`src/verilog/jsr_cfg.svh`:
```
`ifndef JSR_CFG_SVH
`define JSR_CFG_SVH
`define JSR_IR_W          10
`define JSR_OP_SHUTDOWN   10'h3CD
`define JSR_OP_CFG_IN     10'h3C5
`define JSR_OP_CFG_OUT    10'h3C4
`define JSR_OP_STARTUP    10'h3CC
`define JSR_OP_BYPASS     10'h3FF
`define JSR_IR_CAPTURE    10'h001
`define JSR_TLR_TCKS      32'h0000_0005
`define JSR_RTI_TCKS      8'h0C
`define JSR_WORD_LAST     5'h1F
`define JSR_PKT_BITS      32'h0000_0100
`define JSR_TCK_DIV       4
`define JSR_FRAME_WORDS   32'h0000_0004
`define JSR_SETUP_W0      32'hAA99_5566
`define JSR_SETUP_W1      32'h3000_2001
`define JSR_SETUP_W2      32'h0000_0000
`define JSR_SETUP_W3      32'h3000_8001
`define JSR_SETUP_W4      32'h0000_0007
`define JSR_SETUP_W5      32'h2800_6000
`define JSR_SETUP_W6      32'h4802_22FA
`define JSR_SETUP_W7      32'h2000_0000
`define JSR_RESTART_W0    32'h2000_0000
`define JSR_RESTART_W1    32'h3000_8001
`define JSR_RESTART_W2    32'h0000_0005
`define JSR_RESTART_W3    32'h3000_8001
`define JSR_RESTART_W4    32'h0000_0007
`define JSR_RESTART_W5    32'h3000_8001
`define JSR_RESTART_W6    32'h0000_0000
`define JSR_RESTART_W7    32'h2000_0000
`endif

```
`src/verilog/jsr_pkg.sv`:
```
`default_nettype none
package jsr_pkg;
  typedef enum logic [3:0] {
    TLR    = 4'h0, RTI    = 4'h1, SEL_DR = 4'h2, CAP_DR = 4'h3,
    SH_DR  = 4'h4, EX1_DR = 4'h5, PA_DR  = 4'h6, EX2_DR = 4'h7,
    UPD_DR = 4'h8, SEL_IR = 4'h9, CAP_IR = 4'hA, SH_IR  = 4'hB,
    EX1_IR = 4'hC, PA_IR  = 4'hD, EX2_IR = 4'hE, UPD_IR = 4'hF
  } jsr_tap_e;
  typedef enum logic [1:0] {
    K_MOVE = 2'h0, K_IR = 2'h1, K_DW = 2'h2, K_DR = 2'h3
  } jsr_kind_e;
  typedef enum logic [0:0] {H_IDLE = 1'h0, H_RUN = 1'h1} jsr_hst_e;
  // one host segment: kind, tms level, bit count, opcode or packet set
  typedef struct packed {
    jsr_kind_e   kind;
    logic        tms;
    logic [31:0] len;
    logic [15:0] arg;
  } jsr_seg_s;
endpackage : jsr_pkg
`default_nettype wire
```
`src/verilog/jsr_link_if.sv`:
```
`default_nettype none
interface jsr_link_if;
  logic tck;
  logic tms;
  logic tdi;
  logic tdo;
  modport dev  (input tck, input tms, input tdi, output tdo);
  modport host (output tck, output tms, output tdi, input tdo);
endinterface : jsr_link_if
`default_nettype wire

```
`src/verilog/jsr_host.sv`:
```
// How it works
// - host opens with five TMS-high clocks
// - TMS 0, 1,1, 0,0 into Shift-IR
// - instruction LSB first, MSB with TMS high
// - device decodes shutdown_instr opcode
// - Update-IR then twelve idle clocks for shutdown
// - device selects configuration-input register on opcode
// - after IR, TMS 1,1 then 0,0
// - packets MSB first, last LSB with TMS high
// - host shifts the eight readback setup words
// - after DR, TMS 1,1,1 then 0,0
// - device selects frame_readout_reg output register on opcode
// - readback bits out on TDO, last with TMS
// - host reloads input instruction, shifts restart words
// - one TMS-high clock into Update-DR
// - startup_instr then twelve idle clocks
// - host ends with five TMS-high clocks
// - opcode width and values are parameters
// - first readback frame is pad, discarded
`include "jsr_cfg.svh"
`default_nettype none
module jsr_host #(
  parameter int              IR_W        = `JSR_IR_W,
  parameter logic [IR_W-1:0] OP_SHUTDOWN = `JSR_OP_SHUTDOWN,
  parameter logic [IR_W-1:0] OP_CFG_IN   = `JSR_OP_CFG_IN,
  parameter logic [IR_W-1:0] OP_CFG_OUT  = `JSR_OP_CFG_OUT,
  parameter logic [IR_W-1:0] OP_STARTUP  = `JSR_OP_STARTUP,
  parameter int              TCK_DIV     = `JSR_TCK_DIV,
  parameter logic [31:0]     FRAME_WORDS = `JSR_FRAME_WORDS
) (
  input  wire logic        clk_in,
  input  wire logic        nrst_in,
  jsr_link_if.host         link,
  input  wire logic        start_in,
  input  wire logic [31:0] rb_bits_in,
  output logic             busy_out,
  output logic             done_out,
  output logic [31:0]      rd_word_out,
  output logic             rd_valid_out,
  input  wire logic        rd_ready_in
);
  localparam logic [4:0] LAST_STEP = 5'h1F;
  localparam logic [7:0] PH_HI     = 8'(TCK_DIV);
  localparam logic [7:0] PH_END    = 8'(2 * TCK_DIV - 1);

  function automatic jsr_pkg::jsr_seg_s mk(input jsr_pkg::jsr_kind_e k, input logic t,
                                           input logic [31:0] n, input logic [15:0] a);
    mk = '{kind: k, tms: t, len: n, arg: a};
  endfunction : mk

  function automatic jsr_pkg::jsr_seg_s hst_seg(input logic [4:0] s, input logic [31:0] rb);
    case (s)
      5'h00:   hst_seg = mk(jsr_pkg::K_MOVE, 1'b1, `JSR_TLR_TCKS, 16'h0000);
      5'h01:   hst_seg = mk(jsr_pkg::K_MOVE, 1'b0, 32'h1, 16'h0000);
      5'h02:   hst_seg = mk(jsr_pkg::K_MOVE, 1'b1, 32'h2, 16'h0000);
      5'h03:   hst_seg = mk(jsr_pkg::K_MOVE, 1'b0, 32'h2, 16'h0000);
      5'h04:   hst_seg = mk(jsr_pkg::K_IR, 1'b0, 32'(IR_W), 16'(OP_SHUTDOWN));
      5'h05:   hst_seg = mk(jsr_pkg::K_MOVE, 1'b1, 32'h1, 16'h0000);
      5'h06:   hst_seg = mk(jsr_pkg::K_MOVE, 1'b0, 32'(`JSR_RTI_TCKS), 16'h0000);
      5'h07:   hst_seg = mk(jsr_pkg::K_MOVE, 1'b1, 32'h2, 16'h0000);
      5'h08:   hst_seg = mk(jsr_pkg::K_MOVE, 1'b0, 32'h2, 16'h0000);
      5'h09:   hst_seg = mk(jsr_pkg::K_IR, 1'b0, 32'(IR_W), 16'(OP_CFG_IN));
      5'h0A:   hst_seg = mk(jsr_pkg::K_MOVE, 1'b1, 32'h2, 16'h0000);
      5'h0B:   hst_seg = mk(jsr_pkg::K_MOVE, 1'b0, 32'h2, 16'h0000);
      5'h0C:   hst_seg = mk(jsr_pkg::K_DW, 1'b0, `JSR_PKT_BITS, 16'h0000);
      5'h0D:   hst_seg = mk(jsr_pkg::K_MOVE, 1'b1, 32'h3, 16'h0000);
      5'h0E:   hst_seg = mk(jsr_pkg::K_MOVE, 1'b0, 32'h2, 16'h0000);
      5'h0F:   hst_seg = mk(jsr_pkg::K_IR, 1'b0, 32'(IR_W), 16'(OP_CFG_OUT));
      5'h10:   hst_seg = mk(jsr_pkg::K_MOVE, 1'b1, 32'h2, 16'h0000);
      5'h11:   hst_seg = mk(jsr_pkg::K_MOVE, 1'b0, 32'h2, 16'h0000);
      5'h12:   hst_seg = mk(jsr_pkg::K_DR, 1'b0, (rb == 32'h0) ? 32'h1 : rb, 16'h0000);
      5'h13:   hst_seg = mk(jsr_pkg::K_MOVE, 1'b1, 32'h3, 16'h0000);
      5'h14:   hst_seg = mk(jsr_pkg::K_MOVE, 1'b0, 32'h2, 16'h0000);
      5'h15:   hst_seg = mk(jsr_pkg::K_IR, 1'b0, 32'(IR_W), 16'(OP_CFG_IN));
      5'h16:   hst_seg = mk(jsr_pkg::K_MOVE, 1'b1, 32'h2, 16'h0000);
      5'h17:   hst_seg = mk(jsr_pkg::K_MOVE, 1'b0, 32'h2, 16'h0000);
      5'h18:   hst_seg = mk(jsr_pkg::K_DW, 1'b0, `JSR_PKT_BITS, 16'h0001);
      5'h19:   hst_seg = mk(jsr_pkg::K_MOVE, 1'b1, 32'h1, 16'h0000);
      // update-dr to shift-ir still needs select-dr, select-ir, capture-ir
      5'h1A:   hst_seg = mk(jsr_pkg::K_MOVE, 1'b1, 32'h2, 16'h0000);
      5'h1B:   hst_seg = mk(jsr_pkg::K_MOVE, 1'b0, 32'h2, 16'h0000);
      5'h1C:   hst_seg = mk(jsr_pkg::K_IR, 1'b0, 32'(IR_W), 16'(OP_STARTUP));
      5'h1D:   hst_seg = mk(jsr_pkg::K_MOVE, 1'b1, 32'h1, 16'h0000);
      5'h1E:   hst_seg = mk(jsr_pkg::K_MOVE, 1'b0, 32'(`JSR_RTI_TCKS), 16'h0000);
      default: hst_seg = mk(jsr_pkg::K_MOVE, 1'b1, `JSR_TLR_TCKS, 16'h0000);
    endcase
  endfunction : hst_seg

  function automatic logic [31:0] hst_word(input logic set, input logic [2:0] i);
    case ({set, i})
      4'h0:    hst_word = `JSR_SETUP_W0;
      4'h1:    hst_word = `JSR_SETUP_W1;
      4'h2:    hst_word = `JSR_SETUP_W2;
      4'h3:    hst_word = `JSR_SETUP_W3;
      4'h4:    hst_word = `JSR_SETUP_W4;
      4'h5:    hst_word = `JSR_SETUP_W5;
      4'h6:    hst_word = `JSR_SETUP_W6;
      4'h7:    hst_word = `JSR_SETUP_W7;
      4'h8:    hst_word = `JSR_RESTART_W0;
      4'h9:    hst_word = `JSR_RESTART_W1;
      4'hA:    hst_word = `JSR_RESTART_W2;
      4'hB:    hst_word = `JSR_RESTART_W3;
      4'hC:    hst_word = `JSR_RESTART_W4;
      4'hD:    hst_word = `JSR_RESTART_W5;
      4'hE:    hst_word = `JSR_RESTART_W6;
      default: hst_word = `JSR_RESTART_W7;
    endcase
  endfunction : hst_word

  jsr_pkg::jsr_hst_e hst_ff;
  logic [4:0]        step_ff;
  logic [31:0]       bit_ff, rb_bits_ff, pad_cnt_ff, rd_sr_ff, skid_ff;
  logic [7:0]        ph_ff;
  logic              tck_ff, tms_ff, tdi_ff, tdo_s1_ff, tdo_s2_ff, skid_v_ff;

  jsr_pkg::jsr_seg_s seg;
  assign seg = hst_seg(step_ff, rb_bits_ff);

  wire        running  = (hst_ff == jsr_pkg::H_RUN);
  wire        last_bit = (bit_ff == seg.len - 32'h1);
  wire        shifting = (seg.kind != jsr_pkg::K_MOVE);
  wire        full     = rd_valid_out & skid_v_ff;
  wire        go_bit   = running && (ph_ff == 8'h00) && !full;
  wire        sample   = running && (ph_ff == PH_END);
  wire [31:0] cur_word = hst_word(seg.arg[0], bit_ff[7:5]);
  wire        bit_tms  = (shifting && last_bit) ? 1'b1 : seg.tms;
  wire        bit_tdi  = (seg.kind == jsr_pkg::K_IR) ? seg.arg[bit_ff[3:0]] :
                         (seg.kind == jsr_pkg::K_DW) ? cur_word[~bit_ff[4:0]] : 1'b0;
  wire        word_in  = sample && (seg.kind == jsr_pkg::K_DR) && (bit_ff[4:0] == `JSR_WORD_LAST);
  wire        pad_done = (pad_cnt_ff >= FRAME_WORDS);
  wire        push     = word_in && pad_done;
  wire        pop      = rd_valid_out & rd_ready_in;
  wire [31:0] rd_next  = {rd_sr_ff[30:0], tdo_s2_ff};

  assign link.tck = tck_ff;
  assign link.tms = tms_ff;
  assign link.tdi = tdi_ff;

  always_ff @(posedge clk_in or negedge nrst_in) begin
    if (!nrst_in) begin
      {tdo_s1_ff, tdo_s2_ff} <= 2'h0;
    end else begin
      {tdo_s1_ff, tdo_s2_ff} <= {link.tdo, tdo_s1_ff};
    end
  end

  always_ff @(posedge clk_in or negedge nrst_in) begin
    if (!nrst_in) begin
      hst_ff     <= jsr_pkg::H_IDLE;
      step_ff    <= 5'h00;
      bit_ff     <= 32'h0;
      ph_ff      <= 8'h00;
      rb_bits_ff <= 32'h0;
      busy_out   <= 1'b0;
      done_out   <= 1'b0;
      tck_ff     <= 1'b0;
      tms_ff     <= 1'b1;
      tdi_ff     <= 1'b0;
    end else begin
      done_out <= 1'b0;
      case (hst_ff)
        jsr_pkg::H_IDLE: if (start_in) begin
          hst_ff     <= jsr_pkg::H_RUN;
          rb_bits_ff <= rb_bits_in;
          step_ff    <= 5'h00;
          bit_ff     <= 32'h0;
          ph_ff      <= 8'h00;
          busy_out   <= 1'b1;
        end
        jsr_pkg::H_RUN: begin
          if (go_bit) begin
            tck_ff <= 1'b0;
            tms_ff <= bit_tms;
            tdi_ff <= bit_tdi;
            ph_ff  <= 8'h01;
          end else if (ph_ff != 8'h00) begin
            ph_ff <= sample ? 8'h00 : ph_ff + 8'h01;
            if (ph_ff == PH_HI) tck_ff <= 1'b1;
          end
          if (sample) begin
            bit_ff <= last_bit ? 32'h0 : bit_ff + 32'h1;
            if (last_bit) step_ff <= step_ff + 5'h01;
            if (last_bit && step_ff == LAST_STEP) begin
              hst_ff   <= jsr_pkg::H_IDLE;
              busy_out <= 1'b0;
              done_out <= 1'b1;
            end
          end
        end
        default: hst_ff <= jsr_pkg::H_IDLE;
      endcase
    end
  end

  // readback words collect MSB first; a full buffer stalls tck
  always_ff @(posedge clk_in or negedge nrst_in) begin
    if (!nrst_in) begin
      rd_sr_ff   <= 32'h0;
      pad_cnt_ff <= 32'h0;
    end else begin
      if (hst_ff == jsr_pkg::H_IDLE) pad_cnt_ff <= 32'h0;
      else if (word_in && !pad_done) pad_cnt_ff <= pad_cnt_ff + 32'h1;
      if (sample && seg.kind == jsr_pkg::K_DR) rd_sr_ff <= rd_next;
    end
  end

  always_ff @(posedge clk_in or negedge nrst_in) begin
    if (!nrst_in) begin
      rd_word_out  <= 32'h0;
      rd_valid_out <= 1'b0;
      skid_ff      <= 32'h0;
      skid_v_ff    <= 1'b0;
    end else if (pop || !rd_valid_out) begin
      if (skid_v_ff) begin
        rd_word_out  <= skid_ff;
        rd_valid_out <= 1'b1;
        skid_v_ff    <= push;
        if (push) skid_ff <= rd_next;
      end else begin
        rd_valid_out <= push;
        if (push) rd_word_out <= rd_next;
      end
    end else if (push) begin
      skid_ff   <= rd_next;
      skid_v_ff <= 1'b1;
    end
  end
endmodule : jsr_host
`default_nettype wire

```
`src/flat_wrapper.sv`:
```
// flat-port wrapper written by rule: the top's interface ports become plain ports
module jsr_host_flat 
#(
  parameter int              IR_W        = `JSR_IR_W,
  parameter logic [IR_W-1:0] OP_SHUTDOWN = `JSR_OP_SHUTDOWN,
  parameter logic [IR_W-1:0] OP_CFG_IN   = `JSR_OP_CFG_IN,
  parameter logic [IR_W-1:0] OP_CFG_OUT  = `JSR_OP_CFG_OUT,
  parameter logic [IR_W-1:0] OP_STARTUP  = `JSR_OP_STARTUP,
  parameter int              TCK_DIV     = `JSR_TCK_DIV,
  parameter logic [31:0]     FRAME_WORDS = `JSR_FRAME_WORDS
)
  (clk_in, nrst_in, start_in, rb_bits_in, busy_out, done_out, rd_word_out, rd_valid_out, rd_ready_in, link_tck, link_tms, link_tdi, link_tdo);
  jsr_link_if link_i ();
  input  wire logic clk_in;
  input  wire logic nrst_in;
  input  wire logic start_in;
  input  wire logic [31:0] rb_bits_in;
  output logic busy_out;
  output logic done_out;
  output logic [31:0] rd_word_out;
  output logic rd_valid_out;
  input  wire logic rd_ready_in;
  output wire logic [$bits(link_i.tck)-1:0] link_tck;
  output wire logic [$bits(link_i.tms)-1:0] link_tms;
  output wire logic [$bits(link_i.tdi)-1:0] link_tdi;
  input wire logic [$bits(link_i.tdo)-1:0] link_tdo;
  assign link_tck = link_i.tck;
  assign link_tms = link_i.tms;
  assign link_tdi = link_i.tdi;
  assign link_i.tdo = link_tdo;
  jsr_host #(.IR_W(IR_W), .OP_SHUTDOWN(OP_SHUTDOWN), .OP_CFG_IN(OP_CFG_IN), .OP_CFG_OUT(OP_CFG_OUT), .OP_STARTUP(OP_STARTUP), .TCK_DIV(TCK_DIV), .FRAME_WORDS(FRAME_WORDS)) u_core (.clk_in(clk_in), .nrst_in(nrst_in), .link(link_i), .start_in(start_in), .rb_bits_in(rb_bits_in), .busy_out(busy_out), .done_out(done_out), .rd_word_out(rd_word_out), .rd_valid_out(rd_valid_out), .rd_ready_in(rd_ready_in));
endmodule
```
`config.mk`:
```
export PLATFORM = sky130hd
export DESIGN_NAME = jsr_host_flat
export DESIGN_NICKNAME = d
export VERILOG_FILES = /design/src/verilog/jsr_pkg.sv /design/src/verilog/jsr_link_if.sv /design/src/verilog/jsr_host.sv /design/src/flat_wrapper.sv
export VERILOG_INCLUDE_DIRS = /design/src /design/src/verilog
export SDC_FILE = /design/constraint.sdc
export NUM_CORES = 1
export LEC_CHECK = 0
export BUFFER_PORTS_ARGS = -buffer_cell sky130_fd_sc_hd__buf_4
export CAP_MARGIN = 15
export CELL_PAD_IN_SITES_DETAIL_PLACEMENT = 1
export CELL_PAD_IN_SITES_GLOBAL_PLACEMENT = 1
export CORE_MARGIN = 8
export CORE_UTILIZATION = 49
export CTS_BUF_LIST = sky130_fd_sc_hd__clkbuf_2
export DETAILED_ROUTE_END_ITERATION = 6
export PLACE_DENSITY_LB_ADDON = 0.2
export SLEW_MARGIN = 20
export SYNTH_ARGS = -nofsm -noshare
export SYNTH_HDL_FRONTEND = slang
export SYNTH_SLANG_ARGS = --single-unit
```
`constraint.sdc`:
```
create_clock -name clk_in -period 5.13 [get_ports clk_in]
set_clock_uncertainty 0.15 [all_clocks]
set_input_delay 0.2565 -clock clk_in [delete_from_list [all_inputs] [get_ports clk_in]]
set_output_delay 0.2565 -clock clk_in [all_outputs]
set_load 0.02 [all_outputs]
```
Yosys cells after proc, flatten, opt, wreduce, memory -nomap -nowiden --
Memories as Yosys holds them, arrays and structs flattened. Index checks and enable logic that the tools add are counted.
Operators by class: $add $sub $neg 5, muxes and demuxes 47, bitwise logic cells 4, reduce and logical (&&, ||, !) cells 35, eq/ne operators 45, order comparisons 3
Operators with widths (count):
- $pmux W51 S13 | 1
- $mux W32 | 11
- $eq A5 B5 Y1 const B | 17
- $add A32 B1 Y32 const B | 2
- $pmux W32 S2 | 1
- $eq A5 B4 Y1 const B | 8
- $eq A32 B32 Y1 | 1
- $ge A32 B3 Y1 const B | 1
- $logic_not A32 Y1 | 1
- $mux W8 | 4
- $sub A32 B1 Y32 const B | 1
- $mux W1 | 21
- $eq A5 B3 Y1 const B | 4
- $eq A8 B3 Y1 const B | 2
- $pmux W8 S2 | 1
- $mux W5 | 3
- $eq A5 B2 Y1 const B | 2
- $ne A2 B2 Y1 const B | 5
- $pmux W5 S2 | 1
- $reduce_and A2 Y1 | 5
- $reduce_bool A2 Y1 | 5
- $logic_and A1 B1 Y1 | 9
- $reduce_and A3 Y1 | 3
- $add A8 B1 Y8 const B | 1
- other kinds (22) | 29
Word-level totals: memories 1, output and inout port bits 38, register bits 214, input bits 37, ROM bits 416
Memory list:
- (name not given) | depth 16, width 26, rd ports 1, clocked after Yosys merged registers in 0, write ports 0, line jsr_host.sv:90 | case ({set, i})

Depth between registers and ports, before layout --
word-level depth 10, mapped depth 20, depth with buffers taken out 16

Worst setup path before layout --
Ideal clock, no wire load.
path kind register to register, start point register u_core.step_ff[2], end point register u_core.bit_ff[4], data required time 4860 ps, arrival time 4444 ps, clock period less this slack 4713 ps, stages on the path, launching flop included 19, slack 417 ps, buffers on the path 3, path through dfrtp_1 -> buf_2 -> buf_2 -> clkbuf_1 -> and3_1 -> ha_1 -> a211oi_4 -> o211a_1 -> a211oi_1 -> ha_1 -> o21ai_0 -> or3_4 -> a2111oi_2 -> a31oi_1 -> or3b_1 -> nor4_2 -> nand3_2 -> or3_4 -> a31o_1
On the way: longest elaborated chain between the ends 8, elaborated cells on any way between the ends 42, classes of those cells add/sub: 1; eq/ne: 31; mux: 4; reduce/logical: 6
RTL lines:
- from (decl) | line jsr_host.sv:111 | logic [4:0] step_ff;
- from (signal assigned) | line jsr_host.sv:182 | if (last_bit) step_ff <= step_ff + 5'h01;
- $eq A5 B2 Y1 (tied with other cells) | line jsr_host.sv:52 | case (s)
- $reduce_or A8 Y1 (no source line) (tied with other cells)
- $pmux W51 S13 (*) | line jsr_host.sv:52
- $sub A32 B1 Y32 (*) | line jsr_host.sv:120 | wire last_bit = (bit_ff == seg.len - 32'h1);
- $eq A32 B32 Y1 (*) | line jsr_host.sv:120
- $mux W32 (*) | line jsr_host.sv:181 | bit_ff <= last_bit ? 32'h0 : bit_ff + 32'h1;
- $mux W32 (*) | line jsr_host.sv:180 | if (sample) begin
- $pmux W32 S2 (*) | line jsr_host.sv:161 | case (hst_ff)
- to (signal assigned) | line jsr_host.sv:181
- to (decl) | line jsr_host.sv:112 | logic [31:0] bit_ff, rb_bits_ff, pad_cnt_ff, rd_sr_ff, skid_ff;
Mark *: on every way between the ends. The rest lies on a longest branch, timed or not. The select of a mux whose other input is x is not followed. A chain may end at the register's enable or synchronous reset.

Worst setup path in the final report --
start point register u_core.step_ff[0], end point register u_core.bit_ff[4]
Same word-level chain as after synthesis.

==> reports/qor.txt <==
Status: completed
Max incr delay on CP: 460 ps
Sink Count: 214
CP max FO: 7
Grt total ovfl: 0
Rows: 58
Area fraction of the dominant cell type after synthesis: 43.2%
DRC errors left: 0
Core ar.: 25000 µm²
Initial DRC count: 939
Most common cell after layout, fill and taps aside: dfrtp_1
Starting Density: 49.4%
Instance count of the mapped netlist: 1319
Req. time, crit path: 5750 ps
LEAKAGE: 0.00684 µW
Setup CP Type: reg2reg
Worst vdd ir: 0.215 mV
First-pass GRT wire length: 75000 µm
H-tree depth: 2
Syn nets: 1375
Total routed wirelength: 48100 µm
Clock root cell: clkbuf_2
Rel. slew slack: 23.4%
Worst Path Buf+Inv: 3
Critical Path Sink Type: flop
Synth top area cells: dfrtp_1 (43%), nand2_1 (6.2%), mux2_2 (5.9%), mux2i_1 (3.9%), a21oi_1 (2.7%)
Tcrit/Tclk final: 95.1%
Vias in the first global route: 12976
Clk slew on worst S/H paths: 110 ps
Final Hold Violating Endpoints: 0
Post-Syn Area per Cell: 9.36 µm²
Tmin final: 4880 ps
Power Dens Cells: 269 nW/µm²
Slew at the pin closest to its max-slew limit: 1150 ps
Mapped Area: 12300 µm²
RSZ-0062 raised after global routing: false
Synthesized flop and latch total: 214
Critical-path top delay cell: dfrtp_1
Critical Path AT: 5500 ps
GRT Overall Usage: 30.8%
Yosys Warn Count: 0
Die H: 175 µm
Post-synthesis sequential area ratio: 43.4%
Total Power: 4110 µW
Post-DP HPWL: 27400 µm
Syn-to-layout area delta: 23.8%
Asr flop ratio synth: 100%
Post-layout util: 61.2%
EDFF count, synth: 0
Most frequent cells in the layout: dfrtp_1 (211), nand2_1 (205), dlygate4sd3_1 (131)
Max Fclk: 205 MHz
Vias/cell: 6.29
Die width: 175 µm
Ratio of cells with drive above 1 in the final layout: 20.9%
I/O pin total: 75
Final nets: 1597
Max-cap viol count: 0
Post-synth top area cell: dfrtp_1
Via count: 12056
Crit-path cells: inv_1 -> ha_2 -> buf_4 -> nor2b_1 -> o21ai_1 -> o221a_2 -> a211oi_2 -> ha_1 -> o21ai_1 -> or3_4 -> a2111oi_2 -> a31oi_1 -> or3b_1 -> nor4_2 -> nand3_2 -> buf_4 -> or3_4 -> a31o_1
Drt pass-1 iters: 5
CTS tree: done
Initial antenna violation count: 3
CTS buffer count: 55
Routed len/inst: 25.1 µm
Hold_ws: 77.1 ps
Routability Congestion: 0.965
PortBufs: 74
Max Buffers Root-to-Sink: 3
Final setup fails: 0
Die area: 30500 µm²
Clk_lat worst skew: 910 ps
Ys flop type: dfrtp_1
Crit start category: flop
Cell variety after synth: 93
Largest net degree at the start of global routing: 120
Remaining antenna violation count: 0
Delay-heaviest family, CP: simple AND/OR/NAND/NOR gates
Fillers: 2826
Worst hold path class: in2reg
Slew Viols, Final: 0
worst min-delay path, stage by stage:
cell and delay, ps:
dlygate4sd3_1 530, buf_4 140, nor2_1 80, a31oi_1 50
metrics by stage:
step / setup slack, ps / instances / TNS, ps / instance area [µm²]
4_1_cts: 64.2 / 1909 / 0 / 15200
5_1_grt: 4.81 / 1917 / 0 / 15300
6_report: 253 / 1917 / 0 / 15300
3_5_place_dp: -131 / 1677 / -663 / 13300
2_1_floorplan: 417 / 1319 / 0 / 12300
3_3_place_gp: 155 / 1677 / 0 / 13300
synthesized netlist by cell type (all sizes together) (4+ instances only):
master and instances:
dfrtp 213, nand2 205, nor2 76, o21ai 71
a21oi 68, clkbuf 65, mux2 65, mux2i 48
xnor2 38, xor2 38, nand3 37, and2 34
buf 30, nand4 30, nor4 27, nor3 25
inv 24, a31oi 19, ha 19, or3 15
o211ai 12, and3 11, nand2b 10, a211oi 9
a2111oi 8, nor2b 7, o31ai 7, o221ai 5
o22ai 5, o311ai 5, or2 5, or4 5
a22oi 4, a311oi 4, a32oi 4, and4 4
nand4b 4, o21a 4, o31a 4
power by group:
part	internal [µW]	switching [µW]	total, µW
Combinational	373	505	878
Clock	430	827	1260
Sequential	1770	204	1970
logic make-up (layout without fill, tap and decap cells):
logic type,count (synthesis),after routing,synth area share (%)
flip-flops,214,214,43.4
AND/OR/NAND/NOR,510,510,20.9
other,0,3,0
buffers and inverters,119,384,4.00
adder cells (fa/ha/maj),20,20,2.01
multiplexers,114,114,10.0
AO/OA/AOI/OAI,266,266,14.3
XOR/XNOR,76,76,5.39
timing repair:
item                                   4_1_cts  5_1_grt
pin swaps                                    1        3
hold buffers                               132        0
resized for setup                            5        9
setup endpoints to repair                   34       40
gates cloned                                 0        0
buffers inserted                             0        5
endpoints found under the hold margin      159        0
path summary, 6_finish.rpt:
kind	start	to	slack (ps)	depth (start not counted)
worst max-delay path	u_core.step_ff[0]	u_core.bit_ff[4]	250	18
worst min-delay path	start_in	u_core.hst_ff	80	4
worst max register to register	u_core.step_ff[0]	u_core.bit_ff[4]	250	18
worst min register to register	u_core.tdo_s1_ff	u_core.tdo_s2_ff	230	0
max in group asynchronous	nrst_in	u_core.rd_sr_ff[25]	3640	4
min in group asynchronous	nrst_in	u_core.ph_ff[5]	440	4
metal layers:
| metal | track usage (%) | up-vias | wire length [µm] |
|---|---|---|---|
| met4 | 16.1 | 0 | 2420 |
| met3 | 6.43 | 190 | 3720 |
| met2 | 50.6 | 588 | 23100 |
| met1 | 37.7 | 6090 | 18800 |
| met5 | 0 | - | 0 |
| li1 | - | 5188 | - |
cell type report:
type / instances / area, µm² / share of cell area (%)
Multi-Input combinational cell: 986 / 6590 / 43.2
Clock buffer: 80 / 400 / 2.62
Timing Repair Buffer: 260 / 2320 / 15.2
Clock inverter: 20 / 93.8 / 0.614
Inverter: 24 / 90.1 / 0.590
Tap cell: 330 / 413 / 2.70
Sequential cell: 214 / 5360 / 35.1
Antenna cell: 3 / 7.51 / 0.0491
sequential cells by signal (all words and copies together) (netlist names), 5 cells and up:
name                cells
u_core.ph_ff            8
u_core.rd_word_out     32
u_core.pad_cnt_ff      32
u_core.rb_bits_ff      32
u_core.bit_ff          32
u_core.skid_ff         32
u_core.step_ff          5
u_core.rd_sr_ff        31
No activity file was read; power rests on OpenSTA's default activity.
